**config.mk**
```make
export PLATFORM = sky130hd
export DESIGN_NAME = input_mux_lock_config_reg
export DESIGN_NICKNAME = d
export VERILOG_FILES = /design/src/input_mux_lock_config_pkg.sv /design/src/input_mux_lock_config_reg.sv /design/src/lock_qualifier.sv
export VERILOG_INCLUDE_DIRS = /design/src
export SDC_FILE = /design/constraint.sdc
export NUM_CORES = 1
export LEC_CHECK = 0
export ABC_AREA = 1
export BUFFER_PORTS_ARGS = -buffer_cell sky130_fd_sc_hd__buf_2
export CAP_MARGIN = 20
export CORE_MARGIN = 4
export CORE_UTILIZATION = 34
export CTS_BUF_LIST = sky130_fd_sc_hd__clkbuf_2 sky130_fd_sc_hd__clkbuf_4 sky130_fd_sc_hd__clkbuf_8
export DETAILED_ROUTE_END_ITERATION = 8
export PLACE_DENSITY = 0.63
export SYNTH_ARGS = -nofsm -noshare
export SYNTH_HDL_FRONTEND = slang
export SYNTH_SLANG_ARGS = --single-unit
```
**constraint.sdc**
```tcl
create_clock -name ref_clk_i -period 1.35 [get_ports ref_clk_i]
set_input_delay 0.27 -clock ref_clk_i [delete_from_list [all_inputs] [get_ports ref_clk_i]]
set_output_delay 0.27 -clock ref_clk_i [all_outputs]
set_load 0.005 [all_outputs]
```
**src/input_mux_lock_config_defines.svh**
```systemverilog
`ifndef INPUT_MUX_LOCK_CONFIG_DEFINES_SVH
`define INPUT_MUX_LOCK_CONFIG_DEFINES_SVH
// Function
// - Bits 1:0 choose the input buffer type, 00 CMOS, 10 LVPECL, 11 LVDS, 01 reserved.
// - With stored selection on, bits 4:2 pick primary, secondary, auxiliary or auto priority.
// - Stored-select bit at one: the mux follows the stored bits and ignores the select pin.
// - Stored-select bit at zero: the select pin drives the mux, no auto and no auxiliary.
// - Bit 6 selects DC coupling at one and AC coupling at zero.
// - Bit 7 at one enables input hysteresis, which software should keep on.
// - Bit 8 at zero enables primary internal termination and at one disables it.
// - Bits 9 and 10 at zero bias the primary and secondary negative pins internally.
// - Bit 11 at one enables fail-safe on every LVDS buffer with DC coupling.
// - Lock-count bit zero locks on first detection, one after 64 consecutive detector cycles.
// - Bit 27 selects digital lock indication at zero and analog at one.
`define CFG_INDEX         12'h005
// Word register: byte address is four times the index
`define CFG_ADDR          (`CFG_INDEX << 2)
`define CFG_WIDTH         28
`define CFG_RESET         28'h000_0080
`define CFG_WMASK         28'hFFF_CFFF
`define BIT_BUF0          0
`define BIT_BUF1          1
`define BIT_SEL_LO        2
`define BIT_SEL_HI        4
`define BIT_STORED_SEL    5
`define BIT_COUPLING      6
`define BIT_HYST          7
`define BIT_PRI_TERM      8
`define BIT_PRI_BIAS      9
`define BIT_SEC_BIAS      10
`define BIT_INPUT_ON_A      11
`define BIT_DIV_LO        14
`define BIT_DIV_HI        21
`define BIT_LOCK_WINDOW_LO      22
`define BIT_LOCK_WINDOW_HI      25
`define BIT_LOCK_COUNT    26
`define BIT_LOCK_SRC      27
`define SEL_PRI           3'b100
`define SEL_SEC           3'b010
`define SEL_AUX           3'b001
`define SEL_AUTO_PS       3'b110
`define SEL_AUTO_PSA      3'b111
`define LOCK_CYCLES       7'h40
`endif

```
**src/input_mux_lock_config_pkg.sv**
```systemverilog
package input_mux_lock_config_pkg;
    typedef enum logic [1:0] {
        BUF_CMOS,
        BUF_RESERVED,
        BUF_LVPECL,
        BUF_LVDS
    } buf_type_e;
    typedef enum logic [2:0] {
        REF_NONE,
        REF_PRI,
        REF_SEC,
        REF_AUX,
        REF_AUTO_PS,
        REF_AUTO_PSA
    } ref_mode_e;
endpackage : input_mux_lock_config_pkg

```
**src/input_mux_lock_config_reg.sv**
```systemverilog
`include "input_mux_lock_config_defines.svh"
module input_mux_lock_config_reg (
    // Clock and reset
    input  wire logic        ref_clk_i,
    input  wire logic        rstn_i,
    // APB slave
    input  wire logic        psel_i,
    input  wire logic        penable_i,
    input  wire logic        pwrite_i,
    input  wire logic [11:0] paddr_i,
    input  wire logic [31:0] pwdata_i,
    input  wire logic [3:0]  pstrb_i,
    output logic [31:0]      prdata_o,
    output logic             pready_o,
    output logic             pslverr_o,
    // Storage loader
    input  wire logic        load_i,
    input  wire logic [27:0] load_data_i,
    // Pin and lock inputs
    input  wire logic [1:0]  ref_sel_pin_i,
    input  wire logic        pfd_tick_i,
    input  wire logic        digital_lock_i,
    input  wire logic        analog_lock_i,
    // Input buffer controls
    output logic [1:0]       buffer_type_o,
    output logic             buffer_type_bad_o,
    output logic             coupling_type_o,
    output logic             input_hysteresis_on_o,
    output logic             primary_term_on_o,
    output logic             primary_neg_bias_on_o,
    output logic             secondary_neg_bias_on_o,
    output logic             input_on_a_o,
    // Smart mux controls
    output logic             choose_primary_ref_o,
    output logic             choose_secondary_ref_o,
    output logic             choose_auxiliary_ref_o,
    output logic             auto_select_o,
    output logic             auto_use_aux_o,
    // PLL controls
    output logic [7:0]       input_divider_setting_o,
    output logic [3:0]       lock_window_o,
    output logic             pll_lock_o
);
    logic [27:0] cfg_ff;
    logic [27:0] nxt_cfg;
    logic [31:0] prdata_ff;
    logic        slverr_ff;
    logic [27:0] strb_mask;
    logic        hit;
    logic        access;
    logic [2:0]  sel;
    logic        stored_sel;
    logic        dig_locked;
    input_mux_lock_config_pkg::ref_mode_e ref_mode;

    assign hit    = (paddr_i == `CFG_ADDR);
    assign access = psel_i && penable_i;
    assign strb_mask = {{4{pstrb_i[3]}}, {8{pstrb_i[2]}}, {8{pstrb_i[1]}}, {8{pstrb_i[0]}}};

    // Loader has priority over a bus write in the same cycle
    always_comb begin
        nxt_cfg = cfg_ff;
        if (load_i) begin
            nxt_cfg = load_data_i & `CFG_WMASK;
        end else if (access && pwrite_i && hit) begin
            nxt_cfg = (cfg_ff & ~strb_mask) | (pwdata_i[27:0] & strb_mask & `CFG_WMASK);
        end
    end

    always_ff @(posedge ref_clk_i) begin
        if (!rstn_i) begin
            cfg_ff <= `CFG_RESET;
        end else begin
            cfg_ff <= nxt_cfg;
        end
    end

    // Zero wait-state slave; read data registered in setup phase
    always_ff @(posedge ref_clk_i) begin
        if (!rstn_i) begin
            prdata_ff <= 32'h0000_0000;
            slverr_ff <= 1'b0;
        end else if (psel_i && !penable_i) begin
            prdata_ff <= (hit && !pwrite_i) ? {4'h0, cfg_ff} : 32'h0000_0000;
            slverr_ff <= !hit;
        end
    end

    assign pready_o  = 1'b1;
    assign prdata_o  = prdata_ff;
    assign pslverr_o = slverr_ff && access;

    assign buffer_type_o     = {cfg_ff[`BIT_BUF1], cfg_ff[`BIT_BUF0]};
    assign buffer_type_bad_o = (buffer_type_o ==
                                input_mux_lock_config_pkg::BUF_RESERVED);
    assign sel        = cfg_ff[`BIT_SEL_LO +: 3];
    assign stored_sel = cfg_ff[`BIT_STORED_SEL];

    // Bit 2 is the MSB of the printed triple
    always_comb begin
        ref_mode = input_mux_lock_config_pkg::REF_NONE;
        if (stored_sel) begin
            unique case ({sel[0], sel[1], sel[2]})
                `SEL_PRI:      ref_mode = input_mux_lock_config_pkg::REF_PRI;
                `SEL_SEC:      ref_mode = input_mux_lock_config_pkg::REF_SEC;
                `SEL_AUX:      ref_mode = input_mux_lock_config_pkg::REF_AUX;
                `SEL_AUTO_PS:  ref_mode = input_mux_lock_config_pkg::REF_AUTO_PS;
                `SEL_AUTO_PSA: ref_mode = input_mux_lock_config_pkg::REF_AUTO_PSA;
                default:       ref_mode = input_mux_lock_config_pkg::REF_NONE;
            endcase
        end else begin
            // Pin picks primary or secondary only
            unique case (ref_sel_pin_i)
                2'b01:   ref_mode = input_mux_lock_config_pkg::REF_SEC;
                2'b10:   ref_mode = input_mux_lock_config_pkg::REF_PRI;
                default: ref_mode = input_mux_lock_config_pkg::REF_NONE;
            endcase
        end
    end

    assign choose_primary_ref_o   = (ref_mode == input_mux_lock_config_pkg::REF_PRI);
    assign choose_secondary_ref_o = (ref_mode == input_mux_lock_config_pkg::REF_SEC);
    assign choose_auxiliary_ref_o = (ref_mode == input_mux_lock_config_pkg::REF_AUX);
    assign auto_select_o  = (ref_mode == input_mux_lock_config_pkg::REF_AUTO_PS) ||
                            (ref_mode == input_mux_lock_config_pkg::REF_AUTO_PSA);
    assign auto_use_aux_o = (ref_mode == input_mux_lock_config_pkg::REF_AUTO_PSA);

    assign coupling_type_o         = cfg_ff[`BIT_COUPLING];
    assign input_hysteresis_on_o   = cfg_ff[`BIT_HYST];
    assign primary_term_on_o       = !cfg_ff[`BIT_PRI_TERM];
    assign primary_neg_bias_on_o   = !cfg_ff[`BIT_PRI_BIAS];
    assign secondary_neg_bias_on_o = !cfg_ff[`BIT_SEC_BIAS];
    assign input_on_a_o = cfg_ff[`BIT_INPUT_ON_A] && cfg_ff[`BIT_COUPLING] &&
                          (buffer_type_o == input_mux_lock_config_pkg::BUF_LVDS);
    assign input_divider_setting_o = cfg_ff[`BIT_DIV_HI:`BIT_DIV_LO];
    assign lock_window_o           = cfg_ff[`BIT_LOCK_WINDOW_HI:`BIT_LOCK_WINDOW_LO];

    lock_qualifier i_lock_qualifier (
        .ref_clk_i    (ref_clk_i),
        .rstn_i       (rstn_i),
        .count_mode_i (cfg_ff[`BIT_LOCK_COUNT]),
        .pfd_tick_i   (pfd_tick_i),
        .detect_i     (digital_lock_i),
        .locked_o     (dig_locked)
    );

    assign pll_lock_o = cfg_ff[`BIT_LOCK_SRC] ? analog_lock_i : dig_locked;
endmodule : input_mux_lock_config_reg

```
**src/lock_qualifier.sv**
```systemverilog
`include "input_mux_lock_config_defines.svh"
module lock_qualifier (
    // Clock and reset
    input  wire logic       ref_clk_i,
    input  wire logic       rstn_i,
    // Control
    input  wire logic       count_mode_i,
    input  wire logic       pfd_tick_i,
    input  wire logic       detect_i,
    // Result
    output logic            locked_o
);
    logic [6:0] cnt_ff;
    logic       locked_ff;

    always_ff @(posedge ref_clk_i) begin
        if (!rstn_i) begin
            cnt_ff    <= 7'h00;
            locked_ff <= 1'b0;
        end else if (!detect_i) begin
            cnt_ff    <= 7'h00;
            locked_ff <= 1'b0;
        end else if (pfd_tick_i) begin
            if (!count_mode_i) begin
                locked_ff <= 1'b1;
            end else if (cnt_ff == `LOCK_CYCLES - 7'h01) begin
                locked_ff <= 1'b1;
            end else begin
                cnt_ff <= cnt_ff + 7'h01;
            end
        end
    end

    assign locked_o = locked_ff;
endmodule : lock_qualifier

```
==> metrics.md <==
| Metric | Value |
|---|---|
| Status | `complete, but fails checks` |
| Failing checks | `setup timing` |
| # rows | `37` |
| Worst-Skew Late Latency | `between 0.3 and 0.4 ns` |
| Fin crit share | `122%` |
| Worst reg-to-reg path cell count | `6` |
| Hold path depth | `5` |
| Avg WL per Cell | `between 10 and 15 um` |
| CP Launch Type | `flop` |
| Clk root buf | `clkbuf_8` |
| Peak supply drop | `0.000375 V` |
| Routed vias/inst | `4.74` |
| Layout cells sized above 1 | `between 30% and 40%` |
| WP data arrival | `1.38 ns` |
| Yosys top cell area share | `between 30% and 40%` |
| DR DRC count | `0` |
| Top-count cell post-synth | `nand2_1` |
| Pre-CTS setup slack | `-0.140 ns` |
| Post-DP HPWL | `8.63 mm` |
| Fmax | `just over 600 MHz` |
| CTS tree | `yes` |
| Area leader, netlist | `dfxtp_1` |
| Total gr overflow | `0` |
| Core Area | `a little over 10,000 um2` |
| Syn-to-layout area delta | `34.7%` |
| Power per standard cell area | `895 nW/um2` |
| Kind of critical path | `reg -> out` |
| Setup-failing EPs final | `5` |
| Nets | `around 810` |
| Hold Fails Final Rpt | `0` |
| Placer Congestion | `slightly above 0.9` |
| Layout Skew | `slightly below 0.007 ns` |
| DR vias | `~4.1k` |
| PnR worst setup slack | `-0.300 ns` |
| Commonest cells post-synth | `nand2_1, dfxtp_1, nor2_1` |
| Hold Buf Count CTS | `0` |
| I/O pins | `148` |
| Synth warn | `0` |
| Die X | `111 um` |
| Cells after Synth | `roughly 580` |
| Cell variety after synth | `28` |
| Placed inst area | `approximately 4600 um2` |
| Avg Inst Size Synth | `about 6.3 um2` |
| Port Buffers | `134` |
| Final Instance Count excl. Fillers | `between 800 and 900` |
| Placed Cells | `around 840` |
| Clk slew on worst S/H paths | `roughly 0.07 ns` |
| Drt total wl | `between 10 and 15 mm` |
| RSZ-0062 raised after global routing | `true` |
| Worst-path maximum fanout | `3` |
| H-tree depth | `3` |
| Overall Power | `between 0.004 and 0.005 W` |
| Clk sinks | `between 60 and 70` |
| First-pass GRT wire length | `~19 mm` |
| Worst hold path type | `in -> reg` |
| Initial Utilization | `35.1%` |
| Flops & latches, synth | `65` |
| Filler cells | `about 1.1k` |
| Max Slew Vio Count | `0` |
| Die area | `approximately 12,000 um2` |
| Clk buf depth | `2` |
| Asr flop ratio synth | `0%` |
| Final ANT Viol Nets | `0` |
| Antenna violations before repair | `0` |
| Top_reg_cell synth | `dfxtp_1` |
| Die H | `between 100 and 150 um` |
| Minimum clock period | `approximately 1.6 ns` |
| Post-Syn Area | `approximately 3600 um2` |
| Initial DRC count | `between 150 and 200` |
| Largest net degree at the start of global routing | `37` |
| Inserted Diodes | `0` |
| Total CTS buffers | `9` |
| Initial DRT Pass Iterations | `6` |
| Pleak | `roughly 2.5 nW` |
| All-Layer GR Usage | `18.5%` |
| Post-route cell area | `slightly below 5000 um2` |
| Synth area leaders | `dfxtp_1, nand2_1, a21oi_1, nor2_1, inv_1` |
| Vias in the first global route | `3,936` |
| Setup crit end kind | `output port` |
| Post-synth EDFFs | `0` |
| WP data required | `1.08 ns` |
| Maxcap violations | `0` |
| Register area share after synthesis | `between 30 and 40%` |
==> cell families (layout without fill, tap and decap cells) <==
kind of cell	Yosys count	count (layout)	synth area share, %
buf+inv	101	245	13.4
simple gates	327	327	38.7
other cells	2	5	0.206
compound gates	75	75	10.6
fa+ha+maj	1	1	0.344
flops	65	65	35.8
xor+xnor	4	4	0.963
==> worst paths after layout <==
path	from	to	slack, ns
max	cfg_ff[3]	auto_use_aux_o	-0.30
min	load_data_i[25]	cfg_ff[25]	0.21
max reg2reg	i_lock_qualifier.cnt_ff[1]	i_lock_qualifier.cnt_ff[2]	0.10
min reg2reg	i_lock_qualifier.locked_o	i_lock_qualifier.locked_o	0.45
==> stage by stage <==
stage               setup TNS (ns)  util, %  hold WS, ns
finish                      -0.921     47.3        0.209
CTS                         -0.847     46.7        0.179
global route                 -1.48     47.3        0.222
global placement             -1.80     43.9        0.436
floorplan                        0        -        0.413
detailed placement           -2.71     43.9        0.445
==> repair_timing <==
item                                    CTS  global route
pin swaps                                 8             7
endpoints found under the setup margin    7            15
setup buffers                             5             3
resized for setup                        27            13
==> cells in the final DEF, fill, tap and decap left out, types with 2 or more instances in the layout <==
master,synthesis,final
buf_4,23,38
nor2_1,52,49
nand3_2,10,10
conb_1,2,5
inv_1,49,41
clkbuf_8,0,11
o211ai_1,2,2
buf_12,0,5
nand4_1,26,26
xor2_1,3,3
a21oi_1,42,41
o21ai_0,29,28
nor3_1,2,2
nand3_1,18,17
clkinv_2,0,2
nor2_2,2,4
inv_2,2,9
nand2_1,213,209
dfxtp_1,65,51
nor3_4,0,2
dfxtp_2,0,14
buf_2,7,134
nand2_2,0,3
==> state kept, by name, summed over array words and instances (netlist names) <==
signal and cells:
cfg_ff 28, i_lock_qualifier.cnt_ff 7, i_lock_qualifier.locked_o 1, prdata_o 28, slverr_ff 1
==> worst max-delay path, stage by stage, from the launching register on <==
cell and delay, ns:
dfxtp_2 0.36, inv_2 0.06, nand2_4 0.08, nor2_2 0.04
nor2_1 0.10, o21ai_2 0.07, buf_4 0.13, nand2_1 0.05
inv_1 0.03, buf_2 0.11
==> final cells by class <==
class / count / area [um2] / share of cell area [%]
clock buffers: 12 / 159 / 3.24
repair buffers: 178 / 1070 / 21.8
clock inverters: 3 / 40.0 / 0.817
multi-input cells: 412 / 1950 / 39.7
well taps: 136 / 170 / 3.47
inverters: 52 / 198 / 4.03
flip-flops and latches: 65 / 1320 / 26.9
==> layer usage <==
metal	routed length [um]	global-route usage, %	vias up
li1	-	-	2083
met1	5250	23.4	1843
met2	5490	31.4	128
met3	701	3.97	12
met4	134	5.68	0
met5	0	0	-
==> power breakdown <==
part	internal (W)	total (W)	switching, W
Sequential	0.00197	0.00201	0.0000422
Combinational	0.000286	0.000665	0.000379
Clock	0.000959	0.00171	0.000750
No activity file was read; power rests on OpenSTA's default activity.
